--- src/common/cdb_regs.svh ---
// register map, reset values, character codes and timing of the call detect block
// assumes a 32-bit bus with one register to an aligned word
`ifndef CDB_REGS_SVH
`define CDB_REGS_SVH
`define CDB_A_LINK    8'h00
`define CDB_A_MODE    8'h04
`define CDB_A_PIN     8'h08
`define CDB_A_STAT    8'h0c
`define CDB_A_LEN     8'h10
`define CDB_A_PAT     8'h20
`define CDB_A_INI     8'h30
`define CDB_F_DEFAULT 8
`define CDB_F_START   8
`define CDB_F_PINSET  16
`define CDB_LINK_RST  5'h00
`define CDB_RING_RST  5'h01
`define CDB_RING_MAX  5'h14
`define CDB_DLY_MAX   4'ha
`define CDB_PAT_MAX   28
`define CDB_INI_MAX   16
`define CDB_CH_PLUS   4'ha
`define CDB_CH_MINUS  4'hb
`define CDB_CH_STAR   4'hc
`define CDB_ASC_CR    8'h0d
`define CDB_ASC_QUOTE 8'h22
`define CDB_ASC_ZERO  8'h30
`define CDB_PIN_CMD   64'h3d4e_4950_432b_5441
`define CDB_CLK_HZ    200000000
`define CDB_BAUD_LO   9600
`define CDB_BAUD_HI   19200
`endif

--- src/common/cdb_pkg.sv ---
// types shared by the call detect block and its link transmitter
// constants live in cdb_regs.svh
package cdb_pkg;
  typedef enum logic [1:0] {PAR_NONE, PAR_ODD, PAR_EVEN} cdb_parity_e;
  typedef struct packed {
    logic        baud_hi;
    logic        stop2;
    cdb_parity_e parity;
    logic        char7;
  } cdb_link_s;
  // caller events from the modem receive path, same clock
  typedef struct packed {
    logic       ring;
    logic       digit_vld;
    logic [3:0] digit;
    logic       num_end;
    logic       hangup;
  } cdb_call_s;
  typedef enum logic [1:0] {SEQ_DELAY, SEQ_INIT, SEQ_PIN, SEQ_DONE} cdb_seq_e;
endpackage : cdb_pkg

--- src/core/cdb_matcher.sv ---
// compares the caller number, one digit at a time, with the stored pattern
// assumes digits arrive between hangup and num_end on the same clock
`timescale 1ns/1ps
`include "cdb_regs.svh"
module cdb_matcher #(
  parameter int PAT_MAX = `CDB_PAT_MAX
) (
  input  wire logic                 clk,
  input  wire logic                 rst_n,
  input  wire logic [4*PAT_MAX-1:0] pat,
  input  wire logic [4:0]           pat_len,
  input  wire cdb_pkg::cdb_call_s   call,
  output logic                      match,
  output logic                      done
);
  import cdb_pkg::*;
  logic [4:0] idx_reg;
  logic       dead_reg;
  logic       wild_reg;
  logic       extra_reg;
  logic [3:0] p;
  assign p = pat[4*idx_reg +: 4];

  always_ff @(posedge clk or negedge rst_n) begin
    if (!rst_n) begin
      idx_reg   <= 5'h00;
      dead_reg  <= 1'b0;
      wild_reg  <= 1'b0;
      extra_reg <= 1'b0;
    end else if (call.hangup) begin
      idx_reg   <= 5'h00;
      dead_reg  <= 1'b0;
      wild_reg  <= 1'b0;
      extra_reg <= 1'b0;
    end else if (call.digit_vld && !done && !dead_reg) begin
      if (wild_reg) begin
        extra_reg <= 1'b1;
      end else if (idx_reg < pat_len && p == `CDB_CH_STAR) begin
        wild_reg  <= 1'b1;
        extra_reg <= 1'b1;
      end else if (idx_reg >= pat_len || p != call.digit) begin
        dead_reg <= 1'b1;
      end else begin
        idx_reg <= idx_reg + 5'h01;
      end
    end
  end

  // result stands from num_end until hangup; later digits are ignored
  always_ff @(posedge clk or negedge rst_n) begin
    if (!rst_n) begin
      done  <= 1'b0;
      match <= 1'b0;
    end else if (call.hangup) begin
      done  <= 1'b0;
      match <= 1'b0;
    end else if (call.num_end && !done) begin
      done  <= 1'b1;
      match <= pat_len != 5'h00 && !dead_reg &&
               (wild_reg ? extra_reg : idx_reg == pat_len);
    end
  end
endmodule : cdb_matcher

--- src/core/cdb_uart_tx.sv ---
// serial transmitter towards the modem with selectable frame format
// assumes cfg is steady while a character is on the line
`timescale 1ns/1ps
`include "cdb_regs.svh"
module cdb_uart_tx #(
  parameter int CLK_HZ = `CDB_CLK_HZ
) (
  input  wire logic               clk,
  input  wire logic               rst_n,
  input  wire cdb_pkg::cdb_link_s cfg,
  input  wire logic               tx_valid,
  input  wire logic [7:0]         tx_data,
  output logic                    tx_ready,
  output logic                    txd
);
  import cdb_pkg::*;
  localparam int DIV_LO = CLK_HZ / `CDB_BAUD_LO;
  localparam int DIV_HI = CLK_HZ / `CDB_BAUD_HI;
  logic [15:0] bcnt_reg;
  logic [11:0] sh_reg;
  logic [3:0]  left_reg;
  logic [11:0] f;
  logic [3:0]  n;
  logic [3:0]  pos;
  logic [3:0]  tot;
  logic [7:0]  dm;
  logic [15:0] div;

  assign tx_ready = left_reg == 4'h0;
  assign div = cfg.baud_hi ? 16'(DIV_HI - 1) : 16'(DIV_LO - 1);

  always_comb begin
    f   = 12'hfff;
    f[0] = 1'b0;
    n   = cfg.char7 ? 4'h7 : 4'h8;
    dm  = cfg.char7 ? {1'b0, tx_data[6:0]} : tx_data;
    for (int i = 0; i < 8; i++) begin
      if (i < int'(n)) f[i+1] = dm[i];
    end
    pos = n + 4'h1;
    if (cfg.parity != PAR_NONE) begin
      f[pos] = (cfg.parity == PAR_ODD) ? ~^dm : ^dm;
      pos    = pos + 4'h1;
    end
    tot = pos + (cfg.stop2 ? 4'h2 : 4'h1);
  end

  always_ff @(posedge clk or negedge rst_n) begin
    if (!rst_n) begin
      sh_reg   <= 12'hfff;
      left_reg <= 4'h0;
      bcnt_reg <= 16'h0000;
      txd      <= 1'b1;
    end else if (tx_ready && tx_valid) begin
      sh_reg   <= f;
      left_reg <= tot;
      bcnt_reg <= div;
      txd      <= 1'b0;
    end else if (!tx_ready) begin
      if (bcnt_reg == 16'h0000) begin
        sh_reg   <= {1'b1, sh_reg[11:1]};
        left_reg <= left_reg - 4'h1;
        bcnt_reg <= div;
        txd      <= (left_reg == 4'h1) ? 1'b1 : sh_reg[1];
      end else begin
        bcnt_reg <= bcnt_reg - 16'h0001;
      end
    end
  end
endmodule : cdb_uart_tx

--- src/core/cdb_call_detect.sv ---
// call detect function unit with modem link settings, AHB-Lite register slave
// assumes caller events and unit inputs come from logic on hclk
//
// Summary of operation
// - output goes high when enabled and the caller matches the pattern
// - with enable low the output holds and matching calls are ignored
// - reset input forces the output low
// - with retention the output is restored after power returns
// - pattern holds up to 28 characters: plus, minus, asterisk, digits
// - asterisk at the end or alone stands for one or more further digits
// - lone asterisk matches all callers; plus asterisk all international ones
// - a call is detected after a ring count of 1 to 20, shared
// - link character length selectable as 7 or 8 bits
// - link parity selectable as none, odd or even
// - link stop bits selectable as one or two
// - a user initialization command string is sent to the modem
// - with quoting on, the PIN is sent inside quotation marks
// - Remote_permit access needs GSM mode, permission and a PIN
// - a standard modem allows remote operation but never sends messages
// - link bit rate selectable as 9600 or 19200
// - defaults are 8 bits, no parity, one stop bit, 9600
// - wait 0 to 10 seconds after power-up before initialization; the code counts the wait from a start write to MODE and waits none after reset
//
// The register addresses and the AHB-Lite register port are this design's own decisions.
`timescale 1ns/1ps
`include "cdb_regs.svh"
module cdb_call_detect #(
  parameter int CLK_HZ     = `CDB_CLK_HZ,
  parameter int SEC_CYCLES = `CDB_CLK_HZ
) (
  input  wire logic               hclk,
  input  wire logic               hresetn,
  input  wire logic               hsel,
  input  wire logic [31:0]        haddr,
  input  wire logic [1:0]         htrans,
  input  wire logic               hwrite,
  input  wire logic [2:0]         hsize,
  input  wire logic [31:0]        hwdata,
  input  wire logic               hready,
  output logic [31:0]             hrdata,
  output logic                    hreadyout,
  output logic                    hresp,
  input  wire cdb_pkg::cdb_call_s call,
  input  wire logic               enable_in,
  input  wire logic               reset_in,
  input  wire logic               retain_en,
  input  wire logic               nv_out_in,
  output logic                    fu_out,
  output logic                    call_detect,
  output logic                    remote_ok,
  output logic                    sms_ok,
  output logic                    modem_txd
);
  import cdb_pkg::*;
  localparam logic [63:0] PIN_CMD = `CDB_PIN_CMD;

  // bus slave state
  logic        a_vld_reg;
  logic        a_wr_reg;
  logic [7:0]  a_off_reg;
  logic        take;
  logic        wr;
  logic [31:0] rd_val;
  // software registers
  cdb_link_s   link_reg;
  logic        gsm_reg;
  logic        permit_reg;
  logic        quote_reg;
  logic [3:0]  delay_reg;
  logic [4:0]  ring_lim_reg;
  logic [15:0] pin_reg;
  logic        pin_set_reg;
  logic [4:0]  pat_len_reg;
  logic [4:0]  ini_len_reg;
  logic [31:0] pat_w [4];
  logic [31:0] ini_w [4];
  logic [127:0] pat_flat;
  // call and output state
  logic [4:0]  ring_cnt_reg;
  logic        fired_reg;
  logic        boot_reg;
  logic        match;
  logic        match_done;
  logic        detect;
  // initialization sequencer
  cdb_seq_e    seq_reg;
  logic [27:0] sec_cnt_reg;
  logic [3:0]  s_cnt_reg;
  logic [4:0]  idx_reg;
  logic        tx_valid;
  logic        tx_ready;
  logic [7:0]  tx_byte;
  logic        tx_last;

  function automatic logic [7:0] pin_byte(input logic [4:0] i, input logic q,
                                          input logic [15:0] pin);
    logic [4:0] k;
    k = i;
    if (q) k = (i > 5'h0d) ? i - 5'h02 : (i > 5'h08) ? i - 5'h01 : i;
    if (q && (i == 5'h08 || i == 5'h0d)) return `CDB_ASC_QUOTE;
    if (k < 5'h08) return PIN_CMD[{k[2:0], 3'h0} +: 8];
    if (k < 5'h0c) return `CDB_ASC_ZERO + {4'h0, pin[{k[1:0], 2'h0} +: 4]};
    return `CDB_ASC_CR;
  endfunction : pin_byte

  function automatic logic [4:0] clamp5(input logic [4:0] v);
    if (v == 5'h00) return 5'h01;
    return (v > `CDB_RING_MAX) ? `CDB_RING_MAX : v;
  endfunction : clamp5

  // ---------------- AHB-Lite slave, zero wait states, always OKAY
  assign take      = hsel && htrans[1] && hready;
  assign wr        = a_vld_reg && a_wr_reg;
  assign hreadyout = 1'b1;
  assign hresp     = 1'b0;

  always_ff @(posedge hclk or negedge hresetn) begin
    if (!hresetn) begin
      a_vld_reg <= 1'b0;
      a_wr_reg  <= 1'b0;
      a_off_reg <= 8'h00;
    end else begin
      a_vld_reg <= take;
      a_wr_reg  <= hwrite;
      a_off_reg <= haddr[7:0];
    end
  end

  always_comb begin
    rd_val = 32'h0000_0000;
    if (haddr[31:8] == 24'h00_0000) begin
      unique case (haddr[7:0])
        `CDB_A_LINK: rd_val = {27'h000_0000, link_reg};
        `CDB_A_MODE: rd_val = {3'h0, ring_lim_reg, 4'h0, delay_reg, 13'h0000,
                               quote_reg, permit_reg, gsm_reg};
        `CDB_A_PIN:  rd_val = {15'h0000, pin_set_reg, pin_reg};
        `CDB_A_STAT: rd_val = {16'h0000, 3'h0, ring_cnt_reg, 1'b0, seq_reg,
                               sms_ok, remote_ok, match_done, match, fu_out};
        `CDB_A_LEN:  rd_val = {19'h0_0000, ini_len_reg, 3'h0, pat_len_reg};
        default: begin
          if (haddr[7:4] == `CDB_A_PAT >> 4) rd_val = pat_w[haddr[3:2]];
          if (haddr[7:4] == `CDB_A_INI >> 4) rd_val = ini_w[haddr[3:2]];
        end
      endcase
    end
  end

  // read data is sampled at the address phase; the status word can change without a write
  always_ff @(posedge hclk or negedge hresetn) begin
    if (!hresetn) begin
      hrdata <= 32'h0000_0000;
    end else if (take && !hwrite) begin
      hrdata <= rd_val;
    end
  end

  always_ff @(posedge hclk or negedge hresetn) begin
    if (!hresetn) begin
      link_reg     <= `CDB_LINK_RST;
      gsm_reg      <= 1'b0;
      permit_reg   <= 1'b0;
      quote_reg    <= 1'b0;
      delay_reg    <= 4'h0;
      ring_lim_reg <= `CDB_RING_RST;
      pin_reg      <= 16'h0000;
      pin_set_reg  <= 1'b0;
      pat_len_reg  <= 5'h00;
      ini_len_reg  <= 5'h00;
      for (int i = 0; i < 4; i++) begin
        pat_w[i] <= 32'h0000_0000;
        ini_w[i] <= 32'h0000_0000;
      end
    end else if (wr) begin
      unique case (a_off_reg)
        `CDB_A_LINK: begin
          if (hwdata[`CDB_F_DEFAULT]) link_reg <= `CDB_LINK_RST;
          else link_reg <= hwdata[4:0];
        end
        `CDB_A_MODE: begin
          gsm_reg      <= hwdata[0];
          permit_reg   <= hwdata[1];
          quote_reg    <= hwdata[2];
          delay_reg    <= (hwdata[19:16] > `CDB_DLY_MAX) ? `CDB_DLY_MAX : hwdata[19:16];
          ring_lim_reg <= clamp5(hwdata[28:24]);
        end
        `CDB_A_PIN: begin
          pin_reg     <= hwdata[15:0];
          pin_set_reg <= hwdata[`CDB_F_PINSET];
        end
        `CDB_A_LEN: begin
          pat_len_reg <= (hwdata[4:0] > 5'(`CDB_PAT_MAX)) ? 5'(`CDB_PAT_MAX) : hwdata[4:0];
          ini_len_reg <= (hwdata[12:8] > 5'(`CDB_INI_MAX)) ? 5'(`CDB_INI_MAX)
                                                           : hwdata[12:8];
        end
        default: begin
          if (a_off_reg[7:4] == `CDB_A_PAT >> 4) pat_w[a_off_reg[3:2]] <= hwdata;
          if (a_off_reg[7:4] == `CDB_A_INI >> 4) ini_w[a_off_reg[3:2]] <= hwdata;
        end
      endcase
    end
  end

  assign remote_ok = !gsm_reg || (permit_reg && pin_set_reg);
  assign sms_ok    = gsm_reg && !permit_reg;

  // ---------------- caller matching and ring counting
  assign pat_flat = {pat_w[3], pat_w[2], pat_w[1], pat_w[0]};

  cdb_matcher #(.PAT_MAX(`CDB_PAT_MAX)) u_match (
    .clk     (hclk),
    .rst_n   (hresetn),
    .pat     (pat_flat[4*`CDB_PAT_MAX-1:0]),
    .pat_len (pat_len_reg),
    .call    (call),
    .match   (match),
    .done    (match_done)
  );

  // fires once per call, when both the number and the ring count are in
  assign detect = match && ring_cnt_reg >= ring_lim_reg && !fired_reg;

  always_ff @(posedge hclk or negedge hresetn) begin
    if (!hresetn) begin
      ring_cnt_reg <= 5'h00;
      fired_reg    <= 1'b0;
      call_detect  <= 1'b0;
    end else begin
      call_detect <= detect;
      if (call.hangup) begin
        ring_cnt_reg <= 5'h00;
        fired_reg    <= 1'b0;
      end else begin
        if (call.ring && ring_cnt_reg != 5'h1f) ring_cnt_reg <= ring_cnt_reg + 5'h01;
        if (detect) fired_reg <= 1'b1;
      end
    end
  end

  // ---------------- function unit output
  // retention level is taken one clock after reset release, never under reset
  always_ff @(posedge hclk or negedge hresetn) begin
    if (!hresetn) begin
      boot_reg <= 1'b1;
      fu_out   <= 1'b0;
    end else begin
      boot_reg <= 1'b0;
      if (reset_in) fu_out <= 1'b0;
      else if (boot_reg) fu_out <= retain_en && nv_out_in;
      else if (enable_in && detect) fu_out <= 1'b1;
    end
  end

  // ---------------- modem initialization sequence
  assign tx_valid = seq_reg == SEQ_INIT || seq_reg == SEQ_PIN;
  assign tx_byte  = (seq_reg == SEQ_PIN) ? pin_byte(idx_reg, quote_reg, pin_reg) :
                    (idx_reg < ini_len_reg) ? ini_w[idx_reg[3:2]][{idx_reg[1:0], 3'h0} +: 8] :
                    `CDB_ASC_CR;
  assign tx_last  = (seq_reg == SEQ_PIN) ? idx_reg == (quote_reg ? 5'h0e : 5'h0c) :
                    idx_reg == ini_len_reg;

  always_ff @(posedge hclk or negedge hresetn) begin
    if (!hresetn) begin
      seq_reg     <= SEQ_DELAY;
      sec_cnt_reg <= 28'h000_0000;
      s_cnt_reg   <= 4'h0;
      idx_reg     <= 5'h00;
    end else if (wr && a_off_reg == `CDB_A_MODE && hwdata[`CDB_F_START]) begin
      seq_reg     <= SEQ_DELAY;
      sec_cnt_reg <= 28'h000_0000;
      s_cnt_reg   <= 4'h0;
      idx_reg     <= 5'h00;
    end else begin
      unique case (seq_reg)
        SEQ_DELAY: begin
          if (s_cnt_reg >= delay_reg) begin
            seq_reg <= SEQ_INIT;
          end else if (sec_cnt_reg == 28'(SEC_CYCLES - 1)) begin
            sec_cnt_reg <= 28'h000_0000;
            s_cnt_reg   <= s_cnt_reg + 4'h1;
          end else begin
            sec_cnt_reg <= sec_cnt_reg + 28'h000_0001;
          end
        end
        SEQ_INIT, SEQ_PIN: begin
          if (tx_ready) begin
            idx_reg <= tx_last ? 5'h00 : idx_reg + 5'h01;
            if (tx_last && seq_reg == SEQ_PIN) seq_reg <= SEQ_DONE;
            if (tx_last && seq_reg == SEQ_INIT)
              seq_reg <= (gsm_reg && pin_set_reg) ? SEQ_PIN : SEQ_DONE;
          end
        end
        SEQ_DONE: seq_reg <= SEQ_DONE;
      endcase
    end
  end

  cdb_uart_tx #(.CLK_HZ(CLK_HZ)) u_tx (
    .clk      (hclk),
    .rst_n    (hresetn),
    .cfg      (link_reg),
    .tx_valid (tx_valid),
    .tx_data  (tx_byte),
    .tx_ready (tx_ready),
    .txd      (modem_txd)
  );
endmodule : cdb_call_detect

--- config.mk ---
export PLATFORM = sky130hd
export DESIGN_NAME = cdb_call_detect
export DESIGN_NICKNAME = d
export VERILOG_FILES = /design/src/common/cdb_pkg.sv /design/src/core/cdb_matcher.sv /design/src/core/cdb_uart_tx.sv /design/src/core/cdb_call_detect.sv
export VERILOG_INCLUDE_DIRS = /design/src /design/src/common
export SDC_FILE = /design/constraint.sdc
export NUM_CORES = 1
export LEC_CHECK = 0
export BUFFER_PORTS_ARGS = -buffer_cell sky130_fd_sc_hd__buf_2
export CAP_MARGIN = 25
export CORE_ASPECT_RATIO = 0.7
export CORE_MARGIN = 10
export CORE_UTILIZATION = 45
export CTS_CLUSTER_DIAMETER = 100
export DETAILED_ROUTE_END_ITERATION = 8
export PLACE_DENSITY_LB_ADDON = 0.3
export SYNTH_ARGS = -nofsm -noshare
export SYNTH_HDL_FRONTEND = slang
export SYNTH_SLANG_ARGS = --single-unit
export TNS_END_PERCENT = 30
--- constraint.sdc ---
create_clock -name hclk -period 6.41 [get_ports hclk]
set_clock_uncertainty 0.2 [all_clocks]
set_input_delay 0.641 -clock hclk [delete_from_list [all_inputs] [get_ports hclk]]
set_output_delay 0.641 -clock hclk [all_outputs]
set_load 0.005 [all_outputs]
After elaboration in Yosys (flattened, before gate mapping)
Index checks and enable logic that the tools add are counted.
{"block": "word_totals", "register_bits": 433, "in_bits": 86, "out_inout_bits": 39, "wordCells": 326}
{"block": "op_classes", "n_addsub": 13, "n_lt_le_gt_ge": 27, "n_eq_ne": 33, "shift": 4, "mux": 126, "n_bitwise": 4, "reduce_logical": 75}
{"operator": "$mux 32", "n": 10}
{"operator": "$bwmux 128", "n": 2}
{"operator": "$bmux 32 s2", "n": 3}
{"operator": "$pmux 32 s5", "n": 1}
{"operator": "$mux 28", "n": 4}
{"operator": "$shiftx 112x8->4", "n": 1}
{"operator": "$mux 5", "n": 20}
{"operator": "$mux 8", "n": 9}
{"operator": "$demux 32 s2", "n": 1}
{"operator": "$shiftx 64x7->8 const A", "n": 1}
{"operator": "$mux 1", "n": 48}
{"operator": "$mux 12", "n": 4}
{"operator": "$mux 16", "n": 3}
{"operator": "$mux 4", "n": 10}
{"operator": "$shiftx 32x6->8", "n": 1}
{"operator": "$add 28x1->28 const B", "n": 1}
{"operator": "$eq 28x28->1 const B", "n": 1}
{"operator": "$logic_and 1x1->1", "n": 26}
{"operator": "$eq 8x4->1 const B", "n": 3}
{"operator": "$logic_not 24->1", "n": 1}
{"operator": "$reduce_bool 2->1", "n": 11}
{"operator": "$eq 4x2->1 const B", "n": 4}
{"operator": "$eq 8x3->1 const B", "n": 2}
{"operator": "$eq 8x5->1 const B", "n": 2}
{"operator": "59 further kinds", "n": 113}

Depth between registers and ports, before layout
Gate-level depths: netlist of run 1.
{"block": "depth", "depth_word": 19, "ltp_mapped": 19, "mapped_depth_nobuf": 17}

By module
A second synthesis of run 1 with hierarchy kept.
{"block": "unflattened", "cells_unflattened": 1898, "area_unflattened_um2": 23437.5}
{"mod": "cdb_call_detect", "n_inst": 1, "cells_per_inst": 1519, "area_per_inst_um2": 19875.3, "seq_area_each_um2": 9761.9}
{"mod": "cdb_uart_tx", "n_inst": 1, "cells_per_inst": 200, "area_per_inst_um2": 1863.0, "seq_area_each_um2": 763.2}
{"mod": "cdb_matcher", "n_inst": 1, "cells_per_inst": 179, "area_per_inst_um2": 1699.1, "seq_area_each_um2": 250.2}

Least setup slack after synthesis of run 1
OpenSTA, ideal clock, no wires.
{"block": "synth_path", "path_kind": "reg-to-reg", "startpoint": "register idx_reg[0]", "endpoint": "register u_tx.sh_reg[9]", "setup_time_ns": 0.083, "t_arrival_ns": 4.369, "required_time_ns": 6.127, "setup_slack_ns": 1.757, "path_stages_with_launch": 20, "n_path_buf": 2, "synth_period_minus_slack_ns": 4.653, "path_cell_list": "dfrtp_1 > buf_1 > clkbuf_1 > inv_1 > ha_1 > nor2b_2 > a2bb2oi_2 > or3_4 > nand2_4 > inv_2 > ha_1 > inv_1 > a221oi_1 > a311oi_1 > a311oi_1 > nor3_1 > xor2_1 > xnor3_1 > mux2i_1 > o32a_1"}
{"block": "synth_via", "elab_chain_cells": 18, "elab_cells_between_ends": 38, "classes_between": "add/sub: 3; order compare: 5; eq/ne: 2; shift: 3; mux: 21; reduce/logical: 4"}
{"item": "start: declaration", "line_no": "cdb_call_detect.sv:89", "rtl": "logic [4:0] idx_reg;"}
{"item": "start signal: assignment", "line_no": "cdb_call_detect.sv:286", "rtl": "idx_reg <= tx_last ? 5'h00 : idx_reg + 5'h01;"}
{"item": "parallel branches: the longest is 11 deep, another holds $add 6x4->7"}
{"item": "$mux 8 (no source line) (*)"}
{"item": "$mux 8 (*)", "line_no": "cdb_uart_tx.sv:36", "rtl": "dm = cfg.char7 ? {1'b0, tx_data[6:0]} : tx_data;"}
{"item": "$reduce_xor 8->1 or $reduce_xnor 8->1 (tied branches)", "line_no": "cdb_uart_tx.sv:42", "rtl": "f[pos] = (cfg.parity == PAR_ODD) ? ~^dm : ^dm;"}
{"item": "$mux 1 (*)", "line_no": "cdb_uart_tx.sv:42"}
{"item": "$bwmux 12 (*)", "line_no": "cdb_uart_tx.sv:42"}
{"item": "$mux 12 (*)", "line_no": "cdb_uart_tx.sv:41", "rtl": "if (cfg.parity != PAR_NONE) begin"}
{"item": "$mux 12 (*)", "line_no": "cdb_uart_tx.sv:54", "rtl": "end else if (tx_ready && tx_valid) begin"}
{"item": "end signal: assignment", "line_no": "cdb_uart_tx.sv:61", "rtl": "sh_reg <= {1'b1, sh_reg[11:1]};"}
{"item": "end: declaration", "line_no": "cdb_uart_tx.sv:20", "rtl": "logic [11:0] sh_reg;"}
Mark *: on every way between the ends. The select of a mux whose other input is x is not followed.
A chain may end at the register's enable or synchronous reset.

Worst setup path after layout of run 1
{"block": "layout_path", "startpoint": "register idx_reg[2]", "endpoint": "register u_tx.sh_reg[9]"}
{"block": "layout_via", "elab_chain_cells": 18, "elab_cells_between_ends": 42, "classes_between": "add/sub: 3; order compare: 5; eq/ne: 2; shift: 3; mux: 24; bitwise: 1; reduce/logical: 4"}
{"item": "parallel branches: the longest is 11 deep, another holds $add 6x4->7"}
{"item": "$mux 8 (no source line) (*)"}
{"item": "$mux 8 (*)", "line_no": "cdb_uart_tx.sv:36"}
{"item": "$reduce_xor 8->1 or $reduce_xnor 8->1 (tied branches)", "line_no": "cdb_uart_tx.sv:42"}
{"item": "$mux 1 (*)", "line_no": "cdb_uart_tx.sv:42"}
{"item": "$bwmux 12 (*)", "line_no": "cdb_uart_tx.sv:42"}
{"item": "$mux 12 (*)", "line_no": "cdb_uart_tx.sv:41"}
{"item": "$mux 12 (*)", "line_no": "cdb_uart_tx.sv:54"}
Marks and branches as above.

==> impl_results.md, run 1 <==
* Status: finished clean
* Netlist cell types at 76
* Synth top area cells: dfrtp_1 46%, mux2_2 13%, mux4_2 13%
* Overall Global Routing Usage at 22.3%
* Max Cap Viol at 0
* Placed cells at 2563
* CTS clk-pin slew, worst paths at 0.06 ns
* Detailed placement HPWL at 48300 um
* # Post-CTS Setup Buffers at 0
* Share of cells above drive strength 1 at 33.1%
* Post-layout nets at 2076
* Worst vdd rail ir drop at 0.184 mV
* Switching Power at 0.00291 W
* Die Span Y at 209 um
* GP Congestion at 0.950
* Register-to-Register Path Depth at 16
* LEAKAGE at 11.1 nW
* Worst path max stage delay at 0.63 ns
* Part of the Yosys area used for sequential elements at 47.1%
* Max layer used: met5
* Min-delay worst type: primary input to flop
* Final period util at 74.7%
* Top_reg_cell synth: dfrtp_1
* Synth area leader: dfrtp_1
* Sw Share at 33.8%
* RSZ-0062 raised after global routing: no
* Yosys reg bits at 430
* Hold Slack at 0.0207 ns
* Crit-path slowest cell: dfrtp_2
* # fillers at 4334
* Routed wire length at 68600 um
* Flop2flop setup slack at 1.62 ns
* Post-Synthesis Cell Area at 22900 um^2
* Initial antenna violation count at 9
* CTS buffer count at 44
* Max frequency at 209 MHz
* Clk Tree Root Cell: clkbuf_16
* Worst Path Arrival at 5.07 ns
* Via count at 16400
* Number of H-tree levels at 2
* Comb pwr share at 30.7%
* Cell internal pwr at 0.00569 W
* Routed vias/inst at 6.20
* WP data required at 6.69 ns
* Slew Viols, Final at 0
* Ys Warns at 0
* Tightest slew margin relative to the limit at 35.6%
* Crit Path Max Fanout at 21
* CTS tree: yes
* CP endpoint: u_tx.sh_reg[9]$_DFFE_PN1P_
* # resized after CTS at 0
* Hold Buf Count CTS at 5
* Pwr dens at 334 nW/um^2
* Max clock buf depth at 3
* Post-Route M1 WL at 30800 um
* Metal2 WL at 28600 um
* Wire per inst at 25.8 um
* Share of the synthesized area in the top cell type at 45.7%
* Residual DRC at 0
* Setup TNS at 0 ns
* Worst-path cell chain: ha_1 > a211oi_2 > nor2_1 > o21ai_1 > nand2_4 > inv_2 > ha_1 > inv_1 > a221oi_1 > a311oi_1 > and4_1 > nor3_1 > xor2_1 > xnor3_1 > mux2i_1 > o32a_1
* # port buffers at 118
* Area of the core at 50500 um^2
* Asr flop ratio synth at 100%
* Number of global-route vias before repair at 16300
* Syn_area_per_cell at 12.2 um^2
* Setup Crit Path Kind: flop to flop
* Crit path from: idx_reg[2]$_DFFE_PN0P_
* Starting density of the core at 45.3%
* First-pass iteration count of the detailed router at 6
* Final Power at 0.00860 W
* Fin crit period at 4.79 ns
* Number of I/O pins at 125
* Clock network power share at 31.3%
* Met3 WL at 7770 um
* Post-synth EDFFs at 0
* Largest net degree at the start of global routing at 146
* Initial detailed-routing violation count at 1674
* Reg2reg start: idx_reg[2]$_DFFE_PN0P_
* Cells after synthesis at 1871
* Sink Count at 430
* Crit path top cell by count: ha_1
* Startpoint class of the critical path: flop
* First-pass GRT wire length at 104000 um
* Tightest Pin Transition at 0.956 ns
* Die width at 290 um
* Critical Path End Type: flop
* Die ar. at 60400 um^2
* Post-route insts no fill at 2654
* Hold Fails Final Rpt at 0
* Total grt overflow at 0
* Worst skew pair latency at 0.57 ns
* R2r endpoint: u_tx.sh_reg[9]$_DFFE_PN1P_
* Row count at 69
* Final ANT Viol Nets at 0
* Syn-to-layout area delta at 12.4%
* Final setup violation count at 0
* Reg power frac at 38.0%
-- per-layer routing --
metal / track usage, % / vias up
met5: 0 / -
met4: 5.54 / 2
met3: 7.07 / 98
met2: 31.0 / 721
met1: 33.2 / 8507
li1: - / 7116
-- Yosys cell counts, drive strengths merged, types with 20 or more instances --
library cell  number
dfrtp            418
mux2i             50
clkbuf            96
o21ai            125
mux2             264
xor2              21
ha                46
and3              20
nand2            131
mux4             132
nor2              89
nand3             41
a21oi             59
buf               32
inv               55
a22o              23
-- through the flow --
step                      cell area (um^2)  util [%]  setup slack (ns)
after global routing                 25700      50.9              1.35
final                                25700      50.9              1.62
after CTS                            25700      50.8              1.78
after detailed placement             24100      47.8              1.81
after floorplan                      22900         -              1.76
after global placement               24100      47.7              1.85
-- cell usage in the layout (no fill, tap or decap), drive strengths merged, types with 58 or more instances in the layout --
master,count
o21ai,125
mux2,264
nor2,89
a21oi,59
mux4,132
dfrtp,418
inv,58
nand2,131
clkbuf,61
buf,148
-- cell type report --
cell class / instances / area [um^2] / area share, %
multi-input combinational: 1259 / 11400 / 44.4
inverter: 55 / 209 / 0.812
clock inverter: 18 / 236 / 0.919
antenna: 4 / 10.0 / 0.0389
tap: 674 / 843 / 3.28
sequential: 430 / 10800 / 41.9
timing repair buffer: 153 / 976 / 3.79
clock buffer: 61 / 1260 / 4.88
-- logic make-up after synthesis --
family                     count (synthesis)  share of synthesized area (%)
AOI/OAI and AO/OA                        320                           8.93
muxes                                    446                           28.2
and+or+nand+nor                          410                           8.71
other                                      2                         0.0328
DFF                                      430                           47.1
xor gates and xnor gates                  33                           1.32
adders and majority gates                 47                           2.60
buffers and inverters                    183                           3.17
-- worst max-delay path, delay by kind of cell, from the launching register on --
kind                     cells  cell delay (ns)
flip-flops                   1             0.63
XOR/XNOR                     2             0.71
adder cells (fa/ha/maj)      2             0.53
buffers and inverters        2             0.22
AND/OR/NAND/NOR              4             0.80
multiplexers                 1             0.15
AO/OA/AOI/OAI                5             1.45
-- worst min path at each step --
stage | cells past startpoint | slack, ns | end | startpoint
finish | 1 | 0.02 | a_off_reg[7]$_DFF_PN0_ | haddr[7]
global route | 1 | 0.01 | a_off_reg[7]$_DFF_PN0_ | haddr[7]
CTS | 1 | 0.006 | a_off_reg[7]$_DFF_PN0_ | haddr[7]
detailed placement | 2 | 0.27 | hrdata[21]$_DFFE_PN0P_ | hrdata[21]$_DFFE_PN0P_
global placement | 2 | 0.26 | hrdata[20]$_DFFE_PN0P_ | hrdata[20]$_DFFE_PN0P_
floorplan | 0 | 0.15 | a_off_reg[0]$_DFF_PN0_ | hresetn
-- power by group through the flow --
stage                     clock network (W)  registers [W]  logic [W]
after floorplan                           0        0.00313    0.00196
after global placement                    0        0.00329    0.00253
after detailed placement                  0        0.00331    0.00256
after CTS                           0.00273        0.00326    0.00258
after global routing                0.00285        0.00330    0.00283
final                               0.00269        0.00327    0.00264
Power figures use the tool's default switching activity.
==> run 2, diff against run 1 <==
==> constraint.sdc (replaced) <==
create_clock -name hclk -period 4.4 [get_ports hclk]
set_clock_uncertainty 0.2 [all_clocks]
set_input_delay 0.44 -clock hclk [delete_from_list [all_inputs] [get_ports hclk]]
set_output_delay 0.44 -clock hclk [all_outputs]
set_load 0.005 [all_outputs]
==> impl_results.md, run 2 (synthesized netlist as in run 1, its figures left out) <==
* Status: finished clean (unchanged)
* Worst vdd rail ir drop at 0.277 mV (was 0.184 mV)
* Most Crowded Layer GR: met1 (unchanged)
* Post-route insts no fill at 2702 (was 2654)
* CTS tree: yes (unchanged)
* Layout Utilization at 52.0% (was 50.9%)
* WP depth at 15 (was 16)
* WP data required at 4.69 ns (was 6.69 ns)
* First-pass GRT wire length at 106000 um (was 104000 um)
* Met1 GRT Util at 34.4% (was 33.2%)
* CTS buffer count at 45 (was 44)
* Final setup violation count at 0 (unchanged)
* Starting density of the core at 45.3% (unchanged)
* Number of H-tree levels at 2 (unchanged)
* Clk Tree Root Cell: clkbuf_16 (unchanged)
* Comb pwr share at 32.1% (was 30.7%)
* Setup Crit Path Kind: flop to flop (unchanged)
* Met2 usage at 31.2% (was 31.0%)
* Max frequency at 239 MHz (was 209 MHz)
* Max Cap Viol at 0 (unchanged)
* Row count at 69 (unchanged)
* Post-layout nets at 2121 (was 2076)
* Sw Share at 33.7% (was 33.8%)
* Worst Hold End: pat_flat[63]$_DFFE_PN0P_ (was a_off_reg[7]$_DFF_PN0_)
* Via count at 16700 (was 16400)
* Crit path from: idx_reg[0]$_DFFE_PN0P_ (was idx_reg[2]$_DFFE_PN0P_)
* Worst Path Arrival at 4.48 ns (was 5.07 ns)
* Clock network power share at 31.9% (was 31.3%)
* Reg power frac at 36.1% (was 38.0%)
* CP bufs+invs at 3 (was 2)
* Tightest slew margin relative to the limit at 34.9% (was 35.6%)
* Final period util at 95.2% (was 74.7%)
* Hold Fails Final Rpt at 0 (unchanged)
* Number of I/O pins at 125 (unchanged)
* Crit path top cell by count: o32a_1 (was ha_1)
* Overall Global Routing Usage at 22.8% (was 22.3%)
* Routed wire length at 69400 um (was 68600 um)
* Initial antenna violation count at 10 (was 9)
* Crit path max-delay family: compound AO/OA/AOI/OAI gates (unchanged)
* Min-Delay Startpoint: hwdata[31] (was haddr[7])
* Share of cells above drive strength 1 at 34.3% (was 33.1%)
* Number of global-route vias before repair at 16700 (was 16300)
* Total grt overflow at 0 (unchanged)
* Die ar. at 60400 um^2 (unchanged)
* Met3 usage at 7.48% (was 7.07%)
* Wire per inst at 25.7 um (was 25.8 um)
* Die width at 290 um (unchanged)
* Pwr dens at 494 nW/um^2 (was 334 nW/um^2)
* Detailed placement HPWL at 49100 um (was 48300 um)
* Worst hold path depth at 2 (was 1)
* Crit Path Max Fanout at 10 (was 21)
* Largest net degree at the start of global routing at 102 (was 146)
* Routed vias/inst at 6.17 (was 6.20)
* Sink Count at 430 (unchanged)
* Register-to-Register Path Depth at 15 (was 16)
* Crit-path slowest cell: xnor3_2 (was dfrtp_2)
* Residual DRC at 0 (unchanged)
* Cell internal pwr at 0.00859 W (was 0.00569 W)
* Area of the core at 50500 um^2 (unchanged)
* Commonest non-fill, non-tap cell in the layout: dfrtp_1 (unchanged)
* GP Congestion at 0.942 (was 0.950)
* Final WS setup at 0.211 ns (was 1.62 ns)
* Max clock buf depth at 3 (unchanged)
* Initial detailed-routing violation count at 1555 (was 1674)
* Reg2reg start: idx_reg[0]$_DFFE_PN0P_ (was idx_reg[2]$_DFFE_PN0P_)
* Worst-path cell chain: inv_1 > ha_1 > nor2b_2 > nor2b_1 > o32a_1 > o211ai_4 > buf_4 > inv_4 > and3_1 > or4_1 > o2bb2ai_1 > xnor2_1 > xnor3_2 > mux2i_1 > o32a_1 (was ha_1 > a211oi_2 > nor2_1 > o21ai_1 > nand2_4 > inv_2 > ha_1 > inv_1 > a221oi_1 > a311oi_1 > and4_1 > nor3_1 > xor2_1 > xnor3_1 > mux2i_1 > o32a_1)
* Placed cells at 2592 (was 2563)
* Die Span Y at 209 um (unchanged)
* Critical Path End Type: flop (unchanged)
* Switching Power at 0.00437 W (was 0.00291 W)
* Commonest non-fill, non-tap cells in the layout: 415 x dfrtp_1, 264 x mux2_2, 132 x mux4_2 (unchanged)
* CTS clk-pin slew, worst paths at 0.06 ns (about the same)
* Fin crit period at 4.19 ns (was 4.79 ns)
* First-pass iteration count of the detailed router at 7 (was 6)
* Slew Viols, Final at 0 (unchanged)
* Min-delay worst type: primary input to flop (unchanged)
* Flop2flop setup slack at 0.21 ns (was 1.62 ns)
* R2r endpoint: u_tx.sh_reg[9]$_DFFE_PN1P_ (unchanged)
* DP Worst Slack at 0.272 ns (was 1.81 ns)
* Tightest Pin Transition at 0.968 ns (was 0.956 ns)
* Syn-to-layout area delta at 14.7% (was 12.4%)
* Worst skew pair latency at 0.59 ns (was 0.57 ns)
* Startpoint class of the critical path: flop (unchanged)
* Final ANT Viol Nets at 0 (unchanged)
* LEAKAGE at 11.4 nW (was 11.1 nW)
* # port buffers at 118 (unchanged)
* Worst path max stage delay at 0.51 ns (was 0.63 ns)
run 2: cell count changes in the layout (fill, tap and decap cells not counted), sizes merged:
cell and change:
clkinvlp -3, buf +30, dlygate4sd3 +14, clkinv +4
clkbuf +5, inv -2
run 2: power groups by stage:
stage	registers, W	logic, W	clock network [W]
after CTS	0.00467	0.00399	0.00420
final	0.00468	0.00416	0.00413
after global routing	0.00472	0.00450	0.00437
after floorplan	0.00456	0.00285	0
after detailed placement	0.00473	0.00396	0
after global placement	0.00472	0.00392	0
run 2: layer usage:
metal | vias to the layer above | routed length [um]
li1 | 7219 | -
met1 | 8666 | 31300
met2 | 711 | 28600
met3 | 71 | 8360
met4 | 6 | 1060
met5 | - | 34
run 2: how the worst max path moves through the flow:
stage	endpoint	slack, ns
2_1_floorplan	u_tx.sh_reg[9]$_DFFE_PN1P_	0.04
3_3_place_gp	u_tx.sh_reg[9]$_DFFE_PN1P_	0.24
3_5_place_dp	u_tx.sh_reg[9]$_DFFE_PN1P_	0.27
4_1_cts	u_tx.sh_reg[9]$_DFFE_PN1P_	0.23
5_1_grt	u_tx.sh_reg[9]$_DFFE_PN1P_	-0.03
6_report	u_tx.sh_reg[9]$_DFFE_PN1P_	0.21
run 2: what timing repair did:
item / CTS / global route
hold endpoints to repair: 110 / 0
gates resized for setup: 0 / 7
setup buffers: 0 / 3
setup endpoints to repair: 0 / 1
hold buffers: 19 / 0
run 2: cell type report:
type	count	area, um^2
diodes	4	10.0
clock buffers	66	1340
clock inverters	17	268
fillers	4337	24200
inverters	55	209
multi-input cells	1259	11400
flip-flops and latches	430	10800
well taps	674	843
repair buffers	197	1370
run 2: metrics by stage:
step | total power, W | setup TNS (ns) | instance area, um^2 | hold WS (ns)
final | 0.0130 | 0 | 26300 | 0.0250
after global routing | 0.0136 | -0.0284 | 26300 | 0.0189
after CTS | 0.0129 | 0 | 26200 | 0.00870
after detailed placement | 0.00869 | 0 | 24400 | 0.268
after global placement | 0.00863 | 0 | 24300 | 0.266
after floorplan | 0.00741 | 0 | 22900 | -0.0556
